==> config.mk <==
export PLATFORM = sky130hd
export DESIGN_NAME = apm1_event_block
export DESIGN_NICKNAME = d
export VERILOG_FILES = /design/src/rtl/apm1_status_bit.v /design/src/rtl/apm1_host_reg.v /design/src/rtl/apm1_event_block.v
export VERILOG_INCLUDE_DIRS = /design/src /design/src/pkg
export SDC_FILE = /design/constraint.sdc
export NUM_CORES = 1
export LEC_CHECK = 0
export ABC_AREA = 1
export BUFFER_PORTS_ARGS = -buffer_cell sky130_fd_sc_hd__clkbuf_2
export CAP_MARGIN = 20
export CORE_UTILIZATION = 40
export CTS_CLUSTER_DIAMETER = 100
export DETAILED_ROUTE_END_ITERATION = 10
export PLACE_DENSITY = 0.68
export REMOVE_ABC_BUFFERS = 1
export SLEW_MARGIN = 20
export SYNTH_ARGS = -nofsm -noshare
export SYNTH_HDL_FRONTEND = slang
export SYNTH_HIERARCHICAL = 1
export SYNTH_SLANG_ARGS = --single-unit
==> constraint.sdc <==
create_clock -name CLK_SYS -period 2 [get_ports CLK_SYS]
set_clock_uncertainty 0.05 [all_clocks]
set_input_delay 0.2 -clock CLK_SYS [delete_from_list [all_inputs] [get_ports CLK_SYS]]
set_output_delay 0.2 -clock CLK_SYS [all_outputs]
set_load 0.01 [all_outputs]
==> src/pkg/apm1_regs.vh <==
// Offsets, field positions and reset values of the PM1 event block
`ifndef APM1_REGS_VH
`define APM1_REGS_VH

// ----------------------------------------------------------------
// Runtime register offsets (host view)
// ----------------------------------------------------------------
`define APM1_OFS_STATUS_ONE   8'h00
`define APM1_OFS_STATUS_TWO   8'h01
`define APM1_OFS_ENABLE_ONE   8'h02
`define APM1_OFS_ENABLE_TWO   8'h03
`define APM1_OFS_CONTROL_ONE  8'h04
`define APM1_OFS_CONTROL_TWO  8'h05
`define APM1_OFS_PM2_CTL_ONE  8'h06
`define APM1_OFS_PM2_CTL_TWO  8'h07

// ----------------------------------------------------------------
// Status two fields
// ----------------------------------------------------------------
`define APM1_STS_POWER_BUTTON    0
`define APM1_STS_SLEEP_BUTTON    1
`define APM1_STS_RTC_ALARM       2
`define APM1_STS_POWER_OVERRIDE  3
`define APM1_STS_WAKE            7
`define APM1_STS_MASK            8'h8F

// ----------------------------------------------------------------
// Enable two fields
// ----------------------------------------------------------------
`define APM1_EN_POWER_BUTTON     0
`define APM1_EN_SLEEP_BUTTON     1
`define APM1_EN_RTC_ALARM        2
`define APM1_EN_MASK             8'h07

// ----------------------------------------------------------------
// Control two fields
// ----------------------------------------------------------------
`define APM1_CTL_OVERRIDE_EN     1
`define APM1_CTL_SLEEP_TYPE_LO   2
`define APM1_CTL_SLEEP_TYPE_HI   4
`define APM1_CTL_SLEEP_EN        5
`define APM1_CTL_MASK            8'h3E

// ----------------------------------------------------------------
// Reset values
// ----------------------------------------------------------------
`define APM1_RST_STATUS          8'h00
`define APM1_RST_ENABLE          8'h00
`define APM1_RST_CONTROL         8'h00
`define APM1_RST_FW_REQUEST      1'h0

`endif

==> src/rtl/apm1_status_bit.v <==
// One status bit set and cleared by firmware, cleared by host write-one
`timescale 1ns/10ps

module apm1_status_bit
(
  CLK_SYS,
  RST_B,
  ec_wr,
  ec_data,
  host_wr,
  host_data,
  q,
  next_q
);
  input  wire CLK_SYS;
  input  wire RST_B;
  input  wire ec_wr;
  input  wire ec_data;
  input  wire host_wr;
  input  wire host_data;
  output reg  q;
  output reg  next_q;

  // ----------------------------------------------------------------
  // Next value
  // ----------------------------------------------------------------
  // Firmware write wins over a host clear in the same cycle
  always @*
  begin
    next_q = q;
    if (host_wr && host_data)
    begin
      next_q = 1'h0;
    end
    if (ec_wr)
    begin
      next_q = ec_data;
    end
  end

  always @(posedge CLK_SYS or negedge RST_B)
  begin
    if (!RST_B)
    begin
      q <= 1'h0;
    end
    else
    begin
      q <= next_q;
    end
  end
endmodule // apm1_status_bit

==> src/rtl/apm1_host_reg.v <==
// Host-owned byte register that pulses an interrupt on each host write
`timescale 1ns/10ps

module apm1_host_reg
#(
  parameter WIDTH = 8,
  parameter [WIDTH-1:0] MASK  = 8'hFF,
  parameter [WIDTH-1:0] RESET = 8'h00
)
(
  CLK_SYS,
  RST_B,
  wr,
  wdata,
  ec_clr,
  q,
  next_q,
  wr_irq
);
  input  wire             CLK_SYS;
  input  wire             RST_B;
  input  wire             wr;
  input  wire [WIDTH-1:0] wdata;
  input  wire [WIDTH-1:0] ec_clr;
  output reg  [WIDTH-1:0] q;
  output reg  [WIDTH-1:0] next_q;
  output reg              wr_irq;

  // ----------------------------------------------------------------
  // Next value
  // ----------------------------------------------------------------
  // Firmware may only clear bits, never write them
  always @*
  begin
    next_q = q & ~(ec_clr & MASK);
    if (wr)
    begin
      next_q = wdata & MASK;
    end
  end

  always @(posedge CLK_SYS or negedge RST_B)
  begin
    if (!RST_B)
    begin
      q      <= RESET;
      wr_irq <= 1'h0;
    end
    else
    begin
      q      <= next_q;
      wr_irq <= wr;
    end
  end
endmodule // apm1_host_reg

==> src/rtl/apm1_event_block.v <==
// PM1 event block: status, enable, control bits and the host SCI line
`timescale 1ns/10ps
`include "apm1_regs.vh"

module apm1_event_block
(
  CLK_SYS,
  RST_B,
  HOST_WR_STATUS,
  HOST_WR_ENABLE,
  HOST_WR_CONTROL,
  HOST_WDATA,
  EC_WR_STATUS,
  EC_STATUS_DATA,
  EC_WR_SCI_REQUEST,
  HOST_SCI_OUT_N_REQUEST_DATA,
  EC_CLR_SLEEP_EN,
  LOW_POWER_REQ,
  STATUS_TWO,
  ENABLE_TWO,
  CONTROL_TWO,
  FIRMWARE_SCI_REQUEST,
  POWER_OVERRIDE_ENABLE,
  SLEEP_TYPE,
  SLEEP_ENABLE,
  HOST_SCI_OUT_N,
  HOST_CONTROL_WRITE_IRQ,
  HOST_ENABLE_WRITE_IRQ,
  HOST_STATUS_WRITE_IRQ,
  LOW_POWER_ACK
);
  input  wire       CLK_SYS;
  input  wire       RST_B;
  input  wire       HOST_WR_STATUS;
  input  wire       HOST_WR_ENABLE;
  input  wire       HOST_WR_CONTROL;
  input  wire [7:0] HOST_WDATA;
  input  wire       EC_WR_STATUS;
  input  wire [7:0] EC_STATUS_DATA;
  input  wire       EC_WR_SCI_REQUEST;
  input  wire       HOST_SCI_OUT_N_REQUEST_DATA;
  input  wire       EC_CLR_SLEEP_EN;
  input  wire       LOW_POWER_REQ;
  output wire [7:0] STATUS_TWO;
  output wire [7:0] ENABLE_TWO;
  output wire [7:0] CONTROL_TWO;
  output reg        FIRMWARE_SCI_REQUEST;
  output reg        POWER_OVERRIDE_ENABLE;
  output reg  [2:0] SLEEP_TYPE;
  output reg        SLEEP_ENABLE;
  output reg        HOST_SCI_OUT_N;
  output wire       HOST_CONTROL_WRITE_IRQ;
  output wire       HOST_ENABLE_WRITE_IRQ;
  output wire       HOST_STATUS_WRITE_IRQ;
  output reg        LOW_POWER_ACK;

  // ----------------------------------------------------------------
  // Internal signals
  // ----------------------------------------------------------------
  wire [7:0] status;
  wire [7:0] next_status;
  wire [7:0] enable;
  wire [7:0] next_enable;
  wire [7:0] control;
  wire [7:0] next_control;
  wire [7:0] control_clr;
  reg        next_fw_request;
  reg        next_sci_n;
  reg        next_low_power_ack;
  wire       status_irq;
  wire       enable_irq;
  wire       control_irq;

  // ----------------------------------------------------------------
  // Status two bits
  // ----------------------------------------------------------------
  // Unimplemented positions are tied off so they always read zero
  genvar i;
  generate
    for (i = 0; i < 8; i = i + 1)
    begin : g_status
      if (((`APM1_STS_MASK >> i) & 1) == 1)
      begin : g_cell
        apm1_status_bit u_bit
        (
          .CLK_SYS   (CLK_SYS),
          .RST_B     (RST_B),
          .ec_wr     (EC_WR_STATUS),
          .ec_data   (EC_STATUS_DATA[i]),
          .host_wr   (HOST_WR_STATUS),
          .host_data (HOST_WDATA[i]),
          .q         (status[i]),
          .next_q    (next_status[i])
        );
      end
      else
      begin : g_none
        assign status[i]      = 1'h0;
        assign next_status[i] = 1'h0;
      end
    end
  endgenerate

  // ----------------------------------------------------------------
  // Host status write event
  // ----------------------------------------------------------------
  // Reuses a host register only for its write pulse; no data kept
  apm1_host_reg
  #(
    .WIDTH (1),
    .MASK  (1'h0),
    .RESET (1'h0)
  )
  u_status_wr
  (
    .CLK_SYS (CLK_SYS),
    .RST_B   (RST_B),
    .wr      (HOST_WR_STATUS),
    .wdata   (HOST_WDATA[0]),
    .ec_clr  (1'h0),
    .q       (),
    .next_q  (),
    .wr_irq  (status_irq)
  );

  // ----------------------------------------------------------------
  // Enable two register
  // ----------------------------------------------------------------
  // Firmware has no write path here, it only sees the outputs
  apm1_host_reg
  #(
    .WIDTH (8),
    .MASK  (`APM1_EN_MASK),
    .RESET (`APM1_RST_ENABLE)
  )
  u_enable
  (
    .CLK_SYS (CLK_SYS),
    .RST_B   (RST_B),
    .wr      (HOST_WR_ENABLE),
    .wdata   (HOST_WDATA),
    .ec_clr  (8'h00),
    .q       (enable),
    .next_q  (next_enable),
    .wr_irq  (enable_irq)
  );

  // ----------------------------------------------------------------
  // Control two register
  // ----------------------------------------------------------------
  // Firmware may drop sleep enable once it has acted on the request
  assign control_clr = {2'h0, EC_CLR_SLEEP_EN, 5'h00};

  apm1_host_reg
  #(
    .WIDTH (8),
    .MASK  (`APM1_CTL_MASK),
    .RESET (`APM1_RST_CONTROL)
  )
  u_control
  (
    .CLK_SYS (CLK_SYS),
    .RST_B   (RST_B),
    .wr      (HOST_WR_CONTROL),
    .wdata   (HOST_WDATA),
    .ec_clr  (control_clr),
    .q       (control),
    .next_q  (next_control),
    .wr_irq  (control_irq)
  );

  assign STATUS_TWO             = status;
  assign ENABLE_TWO             = enable;
  assign CONTROL_TWO            = control;
  assign HOST_STATUS_WRITE_IRQ  = status_irq;
  assign HOST_ENABLE_WRITE_IRQ  = enable_irq;
  assign HOST_CONTROL_WRITE_IRQ = control_irq;

  // ----------------------------------------------------------------
  // Firmware SCI request
  // ----------------------------------------------------------------
  always @*
  begin
    next_fw_request = FIRMWARE_SCI_REQUEST;
    if (EC_WR_SCI_REQUEST)
    begin
      next_fw_request = HOST_SCI_OUT_N_REQUEST_DATA;
    end
  end

  // ----------------------------------------------------------------
  // SCI line
  // ----------------------------------------------------------------
  // Built from next values so the flop matches the registered bits
  // in the same cycle; the wake and power override status bits never drive it
  always @*
  begin
    next_sci_n = ~(
      (next_status[`APM1_STS_POWER_BUTTON] &
       next_enable[`APM1_EN_POWER_BUTTON]) |
      (next_status[`APM1_STS_SLEEP_BUTTON] &
       next_enable[`APM1_EN_SLEEP_BUTTON]) |
      (next_status[`APM1_STS_RTC_ALARM] &
       next_enable[`APM1_EN_RTC_ALARM]) |
      next_fw_request);
  end

  // ----------------------------------------------------------------
  // Low-power handshake
  // ----------------------------------------------------------------
  // Ack only once no host write pulse is still in flight
  always @*
  begin
    next_low_power_ack = LOW_POWER_REQ & ~HOST_WR_STATUS &
                         ~HOST_WR_ENABLE & ~HOST_WR_CONTROL &
                         ~status_irq & ~enable_irq & ~control_irq;
  end

  // ----------------------------------------------------------------
  // Registers
  // ----------------------------------------------------------------
  always @(posedge CLK_SYS or negedge RST_B)
  begin
    if (!RST_B)
    begin
      FIRMWARE_SCI_REQUEST  <= `APM1_RST_FW_REQUEST;
      POWER_OVERRIDE_ENABLE <= 1'h0;
      SLEEP_TYPE            <= 3'h0;
      SLEEP_ENABLE          <= 1'h0;
      HOST_SCI_OUT_N        <= 1'h1;
      LOW_POWER_ACK         <= 1'h0;
    end
    else
    begin
      FIRMWARE_SCI_REQUEST  <= next_fw_request;
      POWER_OVERRIDE_ENABLE <= next_control[`APM1_CTL_OVERRIDE_EN];
      SLEEP_TYPE            <=
        next_control[`APM1_CTL_SLEEP_TYPE_HI:`APM1_CTL_SLEEP_TYPE_LO];
      SLEEP_ENABLE          <= next_control[`APM1_CTL_SLEEP_EN];
      HOST_SCI_OUT_N        <= next_sci_n;
      LOW_POWER_ACK         <= next_low_power_ack;
    end
  end
endmodule // apm1_event_block

# After elaboration in Yosys (flattened, before gate mapping)
# Index checks and enable logic that the tools add are counted.
[word_totals]
register_bits = 27
input_bits = 26
wordCells = 57
[op_classes]
mux = 13
bitwise = 21
n_reduce_logical = 7
[ops]
columns = ["cell", "count"]
rows = [
  ["$mux 1", 11],
  ["$and 1x1->1", 9],
  ["$and 8x8->8", 1],
  ["$mux 8", 1],
  ["$not 6->8", 1],
  ["$not 1->1", 7],
  ["$logic_and 1x1->1", 5],
  ["$reduce_bool 2->1", 2],
  ["$mux 3", 1],
  ["$or 1x1->1", 3],
]

# Longest topological paths before layout
# Gate-level depths: netlist of the first run.
[depth]
depth_word = 8
mapped_depth = 7

# Modules after synthesis
# Netlist of the first run, hierarchy kept.
[by_module_without_submodules]
columns = ["mod", "instances", "cells_per_inst", "area_per_inst_um2", "seq_area_each_um2"]
rows = [
  ["apm1_host_reg (u_control)", 1, 37, 389.1, 225.2],
  ["apm1_host_reg (u_enable)", 1, 33, 346.6, 225.2],
  ["apm1_event_block", 1, 27, 296.5, 201.4],
  ["apm1_status_bit", 5, 6, 45.0, 25.0],
  ["apm1_host_reg (u_status_wr)", 1, 4, 60.1, 50.0],
]

# Least setup slack after synthesis of the first run
# OpenSTA, ideal clock, no wires.
[synth_timing]
path_kind = "reg2reg"
startpoint = "register g_status[2].g_cell.u_bit.q"
endpoint = "register HOST_SCI_OUT_N"
setup_ns = 0.064
t_arrival_ns = 0.740
t_required_ns = 1.886
setup_slack_ns = 1.146
stages_incl_launch_ff = 6
n_path_buf = 0
cell_sequence = "dfrtp_1 -> nand3_1 -> nand2_1 -> nand2_1 -> nand3_1 -> nor2_2"
[synth_via]
elab_chain_cells = 6
[synth_lines]
columns = ["item", "line_no", "source"]
rows = [
  ["start: declaration", "apm1_status_bit.v:21", "output reg q;"],
  ["start signal: assignment", "apm1_status_bit.v:49", "q <= next_q;"],
  ["$mux 1", "apm1_status_bit.v:31", "if (host_wr && host_data)"],
  ["$mux 1", "apm1_status_bit.v:35", "if (ec_wr)"],
  ["via next_status[2]", "apm1_event_block.v:61", "wire [7:0] next_status;"],
  ["$and 1x1->1", "apm1_event_block.v:203", "(next_status[`APM1_STS_RTC_ALARM] &"],
  ["$or 1x1->1 (2 in a row)", "apm1_event_block.v:199", "(next_status[`APM1_STS_POWER_BUTTON] &"],
  ["$not 1->1", "apm1_event_block.v:198", "next_sci_n = ~("],
  ["via next_sci_n", "apm1_event_block.v:68", "reg next_sci_n;"],
  ["end signal: assignment", "apm1_event_block.v:240", "HOST_SCI_OUT_N <= next_sci_n;"],
  ["end: declaration", "apm1_event_block.v:51", "output reg HOST_SCI_OUT_N;"],
]
# The timed path passes the listed nets, and every way through them passes these cells.
# A chain may end at the register's enable or synchronous reset.

# Worst setup path after layout of the first run
[layout_timing]
startpoint = "register HOST_SCI_OUT_N"
endpoint = "output HOST_SCI_OUT_N"
# No word-level cell between the ends.

==> results of run 1 <==
[report_power, final]
part,switching [W],internal (W)
Clock,0.000196,0.000173
Combinational,0.0000981,0.0000616
Sequential,0.0000191,0.000683
Total,0.000313,0.000918
[state kept, by name (all words and copies together) (netlist names), 3 cells and up]
signal,count
u_control/q,8
g_status.g_cell.u_bit/q,5
SLEEP_TYPE,3
u_enable/q,8
[path summary, 6_finish.rpt]
path	end	slack [ns]	cells past startpoint
setup / recovery	HOST_SCI_OUT_N	0.78	1
hold / removal	g_status[7].g_cell.u_bit/q	0.03	3
min in group asynchronous	u_control/q[7]	0.43	2
setup reg to reg	HOST_SCI_OUT_N	1.10	5
max in group asynchronous	g_status[3].g_cell.u_bit/q	1.00	2
hold reg to reg	u_enable/q[6]	0.44	2
[metrics by stage]
stage	hold slack, ns	std cells	total power, W	cell area (um^2)	util (%)
3_5_place_dp	0.258	229	0.000877	1590	52.1
6_report	0.0277	238	0.00123	1660	54.4
4_1_cts	0.0123	238	0.00125	1660	54.4
3_3_place_gp	0.247	229	0.000871	1590	52.1
5_1_grt	0.0250	238	0.00130	1660	54.4
2_1_floorplan	-0.146	132	0.000786	1270	-
[routing by layer]
metal / routed length (um) / GRT usage (%) / share of wire [%]
met4: 30 / 6.12 / 1.3
met2: 1140 / 25.8 / 49
met1: 944 / 16.4 / 40
met5: 0 / 0 / 0
met3: 218 / 7.25 / 9.3
[layout make-up]
class / instances / share of cell area (%)
Sequential cell: 32 / 48.3
Inverter: 25 / 6.41
Clock buffer: 8 / 3.54
Tap cell: 44 / 3.32
Timing Repair Buffer: 54 / 16.6
Multi-Input combinational cell: 75 / 21.9
[what timing repair did]
| item | 4_1_cts | 5_1_grt |
|---|---|---|
| endpoints found under the hold margin | 31 | 0 |
| resized for setup | 0 | 0 |
| hold buffers | 1 | 0 |
[cells in the final DEF (no fill, tap or decap)]
cell type,count
nand2_2,7
inv_8,1
clkbuf_1,2
nor2_1,11
dlygate4sd3_1,1
dfrtp_1,31
nand3_2,8
dfstp_2,1
clkbuf_4,5
clkbuf_2,53
inv_6,1
nand2_1,31
nor2_2,1
nand3b_1,1
clkbuf_8,1
nand3_1,6
inv_1,23
conb_1,10
==> run_results.csv, run 1 <==
group,metric,value,unit
run_status,status,"completed",
sta,finalHoldViolations,0,
routing,drc_errors,0,
clock_tree,cts_tree,"built",
routing,vias_per_cell,4.07,
die,die_area,3440,um^2
grt,antenna_found_initial,0,
die,initial_core_util,42.0,%
routing,drtIter0Drc,21,
sta,grt_setup_unrepaired,"no",
hold_path,hold_class,"input port to register",
die,die_width,58.6,um
worst_setup_path,worstSetupStartpointType,"register",
sta,tightest_slew,0.739,ns
routing,postRouteWirelength,2340,um
power,p_leak,0.931,nW
worst_setup_path,slowest_stage,"dfstp_2",
worst_setup_path,crit_arrival,0.97,ns
grt,grt_overflow,0,
clock_tree,cts_root_buf,"clkbuf_4",
finish,antenna_cells,0,
synth,avgSynthCellArea,10.0,um^2
grt,grt_pass1_vias,904,
grt,track_usage,15.2,%
die,pin_count,61,
flow_run,drv_cap,0,
clock_tree,clock_path_buffers,2,
die,core,3050,um^2
clock_tree,insertion_delay,0.32,ns
clock_tree,cts_made_buffers,5,
clock_tree,cts_htree_levels,2,
synth,syn_area,1280,um^2
routing,drt-pass1-iter-count,2,
placement,hpwlAfterDp,1760,um
worst_setup_path,cp_max_fo,1,
sta,setup_slack,0.783,ns
synth,synth_cells,128,
die,die_y,58.6,um
finish,synthToLayoutAreaGrowth,29.5,%
clock_tree,path_clk_slew,0.09,ns
sta,finalSetupViolations,0,
sta,setup_tns,0,ns
die,rows,20,
power,vdd_ir_drop_max,0.000415,V
worst_setup_path,timing.critical_path.buf_inv,1,
placement,place.gp.congestion,0.717,
worst_setup_path,cp.required,1.75,ns
worst_setup_path,crit_family,"flip-flops",
clock_tree,clock-sinks,32,
routing,num_vias,969,
sta,relSlewSlack,50.7,%
finish,layout.area.seq,802,um^2
worst_setup_path,critPathKind,"register to output pin",
grt,grt_max_degree,33,
clock_tree,post_cts_buffers,0,
hold_path,hold_start,"EC_STATUS_DATA[7]",
worst_setup_path,end_kind,"output pin",
routing,ant_nets,0,
worst_setup_path,cp_slowest_stage_delay,0.52,ns
routing,wl_per_cell,9.81,um
sta,max_freq,0.821,GHz
worst_setup_path,r2r-start,"g_status[2].g_cell.u_bit/q",
sta,fin_crit_sh,60.9,%
power,power.density,741,nW/um^2
placement,io_buffers,53,
finish,fill_cells,310,
finish,drive_gt1_share,40.2,%
worst_setup_path,critical_path.cell_chain,"clkbuf_2",
sta,final_max_slew_viol_count,0,
grt,grt_pass1_wl,3780,um
synth,ys_warn_count,6,
finish,multiInputGateArea,363,um^2
finish,final_net_count,219,
worst_setup_path,critPathLaunch,"HOST_SCI_OUT_N",
placement,dp_slack,0.995,ns
sta,period_needed,1.22,ns
Note: power is estimated with default switching activity, not from simulation.
==> run 2: changes to the inputs <==
==> constraint.sdc (replaced) <==
create_clock -name CLK_SYS -period 1.3 [get_ports CLK_SYS]
set_clock_uncertainty 0.05 [all_clocks]
set_input_delay 0.13 -clock CLK_SYS [delete_from_list [all_inputs] [get_ports CLK_SYS]]
set_output_delay 0.13 -clock CLK_SYS [all_outputs]
set_load 0.01 [all_outputs]
==> run_results.csv, run 2 (same netlist as run 1, synthesis figures left out) <==
group,metric,value,unit
die,core,3050,um^2
power,p_int,0.00145,W
sta,fin_crit_sh,97.4,%
worst_setup_path,crit_arrival,1.42,ns
finish,synthToLayoutAreaGrowth,42.0,%
power,seqPwrFrac,56.0,%
power,switching_share,25.0,%
placement,place.gp.congestion,0.697,
grt,grt_max_degree,18,
finish,drive_gt1_share,37.8,%
sta,period_needed,1.27,ns
die,die_y,58.6,um
routing,ant_nets,0,
sta,finalSetupViolations,0,
die,pin_count,61,
finish,most-common-layout-cells,"53 x clkbuf_2, 31 x dfrtp_1, 31 x nand2_1, 23 x inv_1, 15 x dlygate4sd3_1",
sta,hold_ws,0.0189,ns
worst_setup_path,reg2reg_slack,0.07,ns
sta,setup_tns,0,ns
worst_setup_path,endpoint,"g_status[7].g_cell.u_bit/q",
routing,met2WireLength,1240,um
routing,postRouteWirelength,2510,um
clock_tree,cts_root_buf,"clkbuf_4",
grt,antenna_found_initial,0,
clock_tree,path_clk_slew,0.09,ns
clock_tree,clock_path_buffers,2,
grt,track_usage,16.9,%
worst_setup_path,reg2reg_depth,3,
placement,hpwlAfterDp,1770,um
sta,finalHoldViolations,0,
worst_setup_path,critPathLaunch,"EC_STATUS_DATA[7]",
power,fin_total_pwr,0.00193,W
die,rows,20,
grt,grt_pass1_vias,983,
sta,grt_setup_unrepaired,"no",
routing,top_layer_used,"met4",
power,p_leak,0.999,nW
power,power_frac_comb,15.0,%
routing,num_vias,1032,
clock_tree,cts_tree,"built",
routing,wl_per_cell,9.90,um
sta,final_max_slew_viol_count,0,
die,die_width,58.6,um
grt,grt_pass1_wl,4130,um
clock_tree,cts_htree_levels,2,
power,power.switching,0.000482,W
finish,antenna_cells,0,
finish,final_net_count,234,
clock_tree,clock-sinks,32,
routing,drt-met1-wl,1050,um
worst_setup_path,critPathKind,"input port to register",
routing,drt-pass1-iter-count,4,
finish,stdcell_area,1820,um^2
clock_tree,cts.repair.resized,0,
worst_setup_path,r2r_end,"g_status[7].g_cell.u_bit/q",
finish,final_core_util,59.6,%
placement,place_area,1610,um^2
routing,drtIter0Drc,14,
placement,io_buffers,53,
clock_tree,post_cts_buffers,0,
clock_tree,insertion_delay,0.32,ns
worst_setup_path,cp.required,1.45,ns
worst_setup_path,worstSetupStartpointType,"input port",
die,die_area,3440,um^2
run_status,status,"completed",
finish,layout_commonest_cell,"clkbuf_2",
clock_tree,cts_made_buffers,5,
power,power.density,1060,nW/um^2
worst_setup_path,r2r-start,"g_status[7].g_cell.u_bit/q",
flow_run,drv_cap,0,
power,power_frac_clock,29.0,%
worst_setup_path,end_kind,"register",
finish,top_regs,"u_control/q x8, u_enable/q x8, g_status.g_cell.u_bit/q x5",
hold_path,hold_class,"input port to register",
routing,drc_errors,0,
sta,max_freq,0.790,GHz
worst_setup_path,cp_max_fo,1,
die,initial_core_util,42.0,%
routing,vias_per_cell,4.08,
grt,grt_overflow,0,
power,vdd_ir_drop_max,0.000751,V
routing,wl_met3,188,um
[run 2: how the worst min path moves through the flow]
stage,startpoint,end,slack (ns),cells after the start
6_report,EC_CLR_SLEEP_EN,u_control/q[5],0.02,4
5_1_grt,HOST_WDATA[0],u_enable/q[0],0.02,3
4_1_cts,HOST_WDATA[0],u_enable/q[0],0.005,3
3_5_place_dp,RST_B,u_control/q[7],0.03,1
3_3_place_gp,RST_B,u_control/q[0],0.02,1
2_1_floorplan,RST_B,FIRMWARE_SCI_REQUEST,-0.22,0
[run 2: metal layers]
metal | up-vias | track usage, %
li1 | 529 | -
met1 | 455 | 18.4
met2 | 44 | 29.4
met3 | 4 | 7.25
met4 | 0 | 6.12
met5 | - | 0
[run 2: final cells by class]
cell class / count / area (um^2)
inverters: 25 / 106
multi-input cells: 75 / 363
flip-flops and latches: 32 / 802
clock buffers: 8 / 58.8
well taps: 44 / 55.1
fillers: 285 / 1230
repair buffers: 69 / 435
[run 2: what timing repair did]
item,4_1_cts,5_1_grt
endpoints found under the setup margin,0,2
hold buffers,16,0
endpoints found under the hold margin,39,0
[run 2: per-stage QoR]
stage	worst slack, ns	std cells
floorplan	0.446	132
global placement	0.404	230
detailed placement	0.378	230
CTS	0.0351	254
global route	0.0203	253
finish	0.0340	253
[run 2: critical path, stage by stage]
cell	delay, ns
dlygate4sd3_1	0.54
clkbuf_2	0.10
nand2_1	0.04
nand2_1	0.05
dlygate4sd3_1	0.55
[run 2: power by group through the flow]
stage / clock [W] / combinational [W] / sequential, W
after floorplan: 0 / 0.0000821 / 0.00113
after global placement: 0 / 0.000249 / 0.00110
after detailed placement: 0 / 0.000255 / 0.00110
after CTS: 0.000594 / 0.000295 / 0.00108
after global routing: 0.000636 / 0.000325 / 0.00109
final: 0.000559 / 0.000289 / 0.00108
==> run 3: changes to the inputs <==
--- a/config.mk
+++ b/config.mk
@@ -9,6 +9,7 @@
 export ABC_AREA = 1
 export BUFFER_PORTS_ARGS = -buffer_cell sky130_fd_sc_hd__clkbuf_2
 export CAP_MARGIN = 20
+export CORE_MARGIN = 5
 export CORE_UTILIZATION = 40
 export CTS_CLUSTER_DIAMETER = 100
 export DETAILED_ROUTE_END_ITERATION = 10
==> run_results.csv, run 3 (same netlist as run 1, synthesis figures left out) <==
group,metric,value,unit
hold_path,hold_class,"input port to register",
flow_run,drv_cap,0,
finish,top_regs,"u_control/q x8, u_enable/q x8, g_status.g_cell.u_bit/q x5",
worst_setup_path,endpoint,"g_status[7].g_cell.u_bit/q",
run_status,status,"completed",
worst_setup_path,cp.required,1.45,ns
sta,grt_setup_unrepaired,"no",
clock_tree,cts_made_buffers,5,
grt,grt_pass1_wl,4510,um
clock_tree,clock_path_buffers,2,
sta,finalHoldViolations,0,
clock_tree,path_clk_slew,0.08,ns
placement,hpwlAfterDp,2110,um
die,die_y,66.6,um
routing,drt-pass1-iter-count,4,
sta,final_max_slew_viol_count,0,
clock_tree,cts_root_buf,"clkbuf_4",
worst_setup_path,cp_max_fo,1,
die,die_area,4440,um^2
grt,grt_overflow,0,
worst_setup_path,end_kind,"register",
worst_setup_path,r2r_end,"g_status[7].g_cell.u_bit/q",
finish,final_net_count,233,
worst_setup_path,crit_arrival,1.40,ns
power,power.density,1040,nW/um^2
finish,synthToLayoutAreaGrowth,40.4,%
finish,stdcell_count,251,
routing,drc_errors,0,
routing,vias_per_cell,4.08,
routing,wl_per_cell,11.0,um
finish,stdcell_area,1800,um^2
worst_setup_path,r2r-start,"g_status[7].g_cell.u_bit/q",
routing,drtIter0Drc,13,
finish,most-common-layout-cells,"53 x clkbuf_2, 31 x dfrtp_1, 31 x nand2_1, 23 x inv_1, 13 x dlygate4sd3_1",
power,p_leak,1.00,nW
clock_tree,cts_htree_levels,2,
sta,hold_ws,0.0132,ns
sta,fin_crit_sh,96.4,%
placement,place.gp.congestion,0.791,
placement,placed_cells,230,
worst_setup_path,critPathLaunch,"EC_STATUS_DATA[7]",
sta,max_freq,0.798,GHz
die,pin_count,61,
finish,layout_commonest_cell,"clkbuf_2",
worst_setup_path,critPathKind,"input port to register",
sta,period_needed,1.25,ns
die,initial_core_util,42.0,%
finish,drive_gt1_share,38.2,%
worst_setup_path,worstSetupStartpointType,"input port",
die,die_width,66.6,um
clock_tree,clock-sinks,32,
power,vdd_ir_drop_max,0.000539,V
finish,antenna_cells,0,
routing,ant_nets,0,
worst_setup_path,reg2reg_slack,0.07,ns
sta,finalSetupViolations,0,
placement,io_buffers,53,
grt,grt_pass1_vias,974,
placement,place_area,1610,um^2
worst_setup_path,reg2reg_depth,3,
clock_tree,insertion_delay,0.32,ns
sta,setup_tns,0,ns
grt,track_usage,13.9,%
grt,grt_max_degree,18,
routing,num_vias,1024,
routing,postRouteWirelength,2770,um
die,core,3050,um^2
die,rows,20,
grt,antenna_found_initial,0,
clock_tree,cts_tree,"built",
## run 3: cell count changes in the layout (fill, tap and decap cells not counted)
cell and delta:
clkbuf_1 -1, clkbuf_8 -1, clkinv_2 +1, dlygate4sd3_1 -2, dlymetal6s4s_1 +1
## run 3: stage by stage
| stage | power [W] | setup slack, ns | util, % |
|---|---|---|---|
| after detailed placement | 0.00136 | 0.375 | 52.8 |
| after global routing | 0.00199 | 0.00299 | 59.0 |
| final | 0.00187 | 0.0471 | 59.0 |
| after CTS | 0.00190 | 0.0377 | 58.6 |
| after global placement | 0.00135 | 0.402 | 52.8 |
| after floorplan | 0.00121 | 0.446 | - |
## run 3: per-layer routing
| layer | part of all wire, % | wire length, um | track usage (%) | vias to the layer above |
|---|---|---|---|---|
| met5 | 0 | 0 | 0 | - |
| met4 | 0.51 | 14 | 3.81 | 0 |
| met3 | 10 | 283 | 6.75 | 2 |
| met2 | 48 | 1340 | 22.8 | 45 |
| met1 | 41 | 1130 | 16.2 | 454 |
| li1 | - | - | - | 523 |
## run 3: layout make-up
cell class	instances	area, um^2
clock buffer	6	41.3
tap	44	55.1
timing repair buffer	68	428
inverter	25	106
sequential	32	802
multi-input combinational	75	363
fill	299	1250
clock inverter	1	5.00
## run 3: power breakdown
part / switching (W) / internal, W / total (W)
combinational: 0.000163 / 0.000129 / 0.000292
clock: 0.000298 / 0.000199 / 0.000497
sequential: 0.0000292 / 0.00105 / 0.00108
total: 0.000490 / 0.00138 / 0.00187
## run 3: worst max-delay path: stages
cell and delay (ns):
dlygate4sd3_1 0.53, clkbuf_2 0.10, nand2_1 0.04, nand2_1 0.05, dlygate4sd3_1 0.54
## run 3: worst min-delay path by stage
stage | start | to | slack [ns] | depth (start not counted)
3_3_place_gp | RST_B | u_control/q[0] | 0.02 | 1
5_1_grt | HOST_SCI_OUT_N_REQUEST_DATA | FIRMWARE_SCI_REQUEST | 0.008 | 3
2_1_floorplan | RST_B | FIRMWARE_SCI_REQUEST | -0.22 | 0
3_5_place_dp | RST_B | u_control/q[0] | 0.03 | 1
4_1_cts | HOST_SCI_OUT_N_REQUEST_DATA | FIRMWARE_SCI_REQUEST | 0.005 | 3
6_report | HOST_SCI_OUT_N_REQUEST_DATA | FIRMWARE_SCI_REQUEST | 0.01 | 3
## run 3: what timing repair did
action,in CTS,in global routing
endpoints found under the setup margin,0,1
hold buffers,13,1
endpoints found under the hold margin,44,1
buffers inserted,0,0
resized for setup,0,1
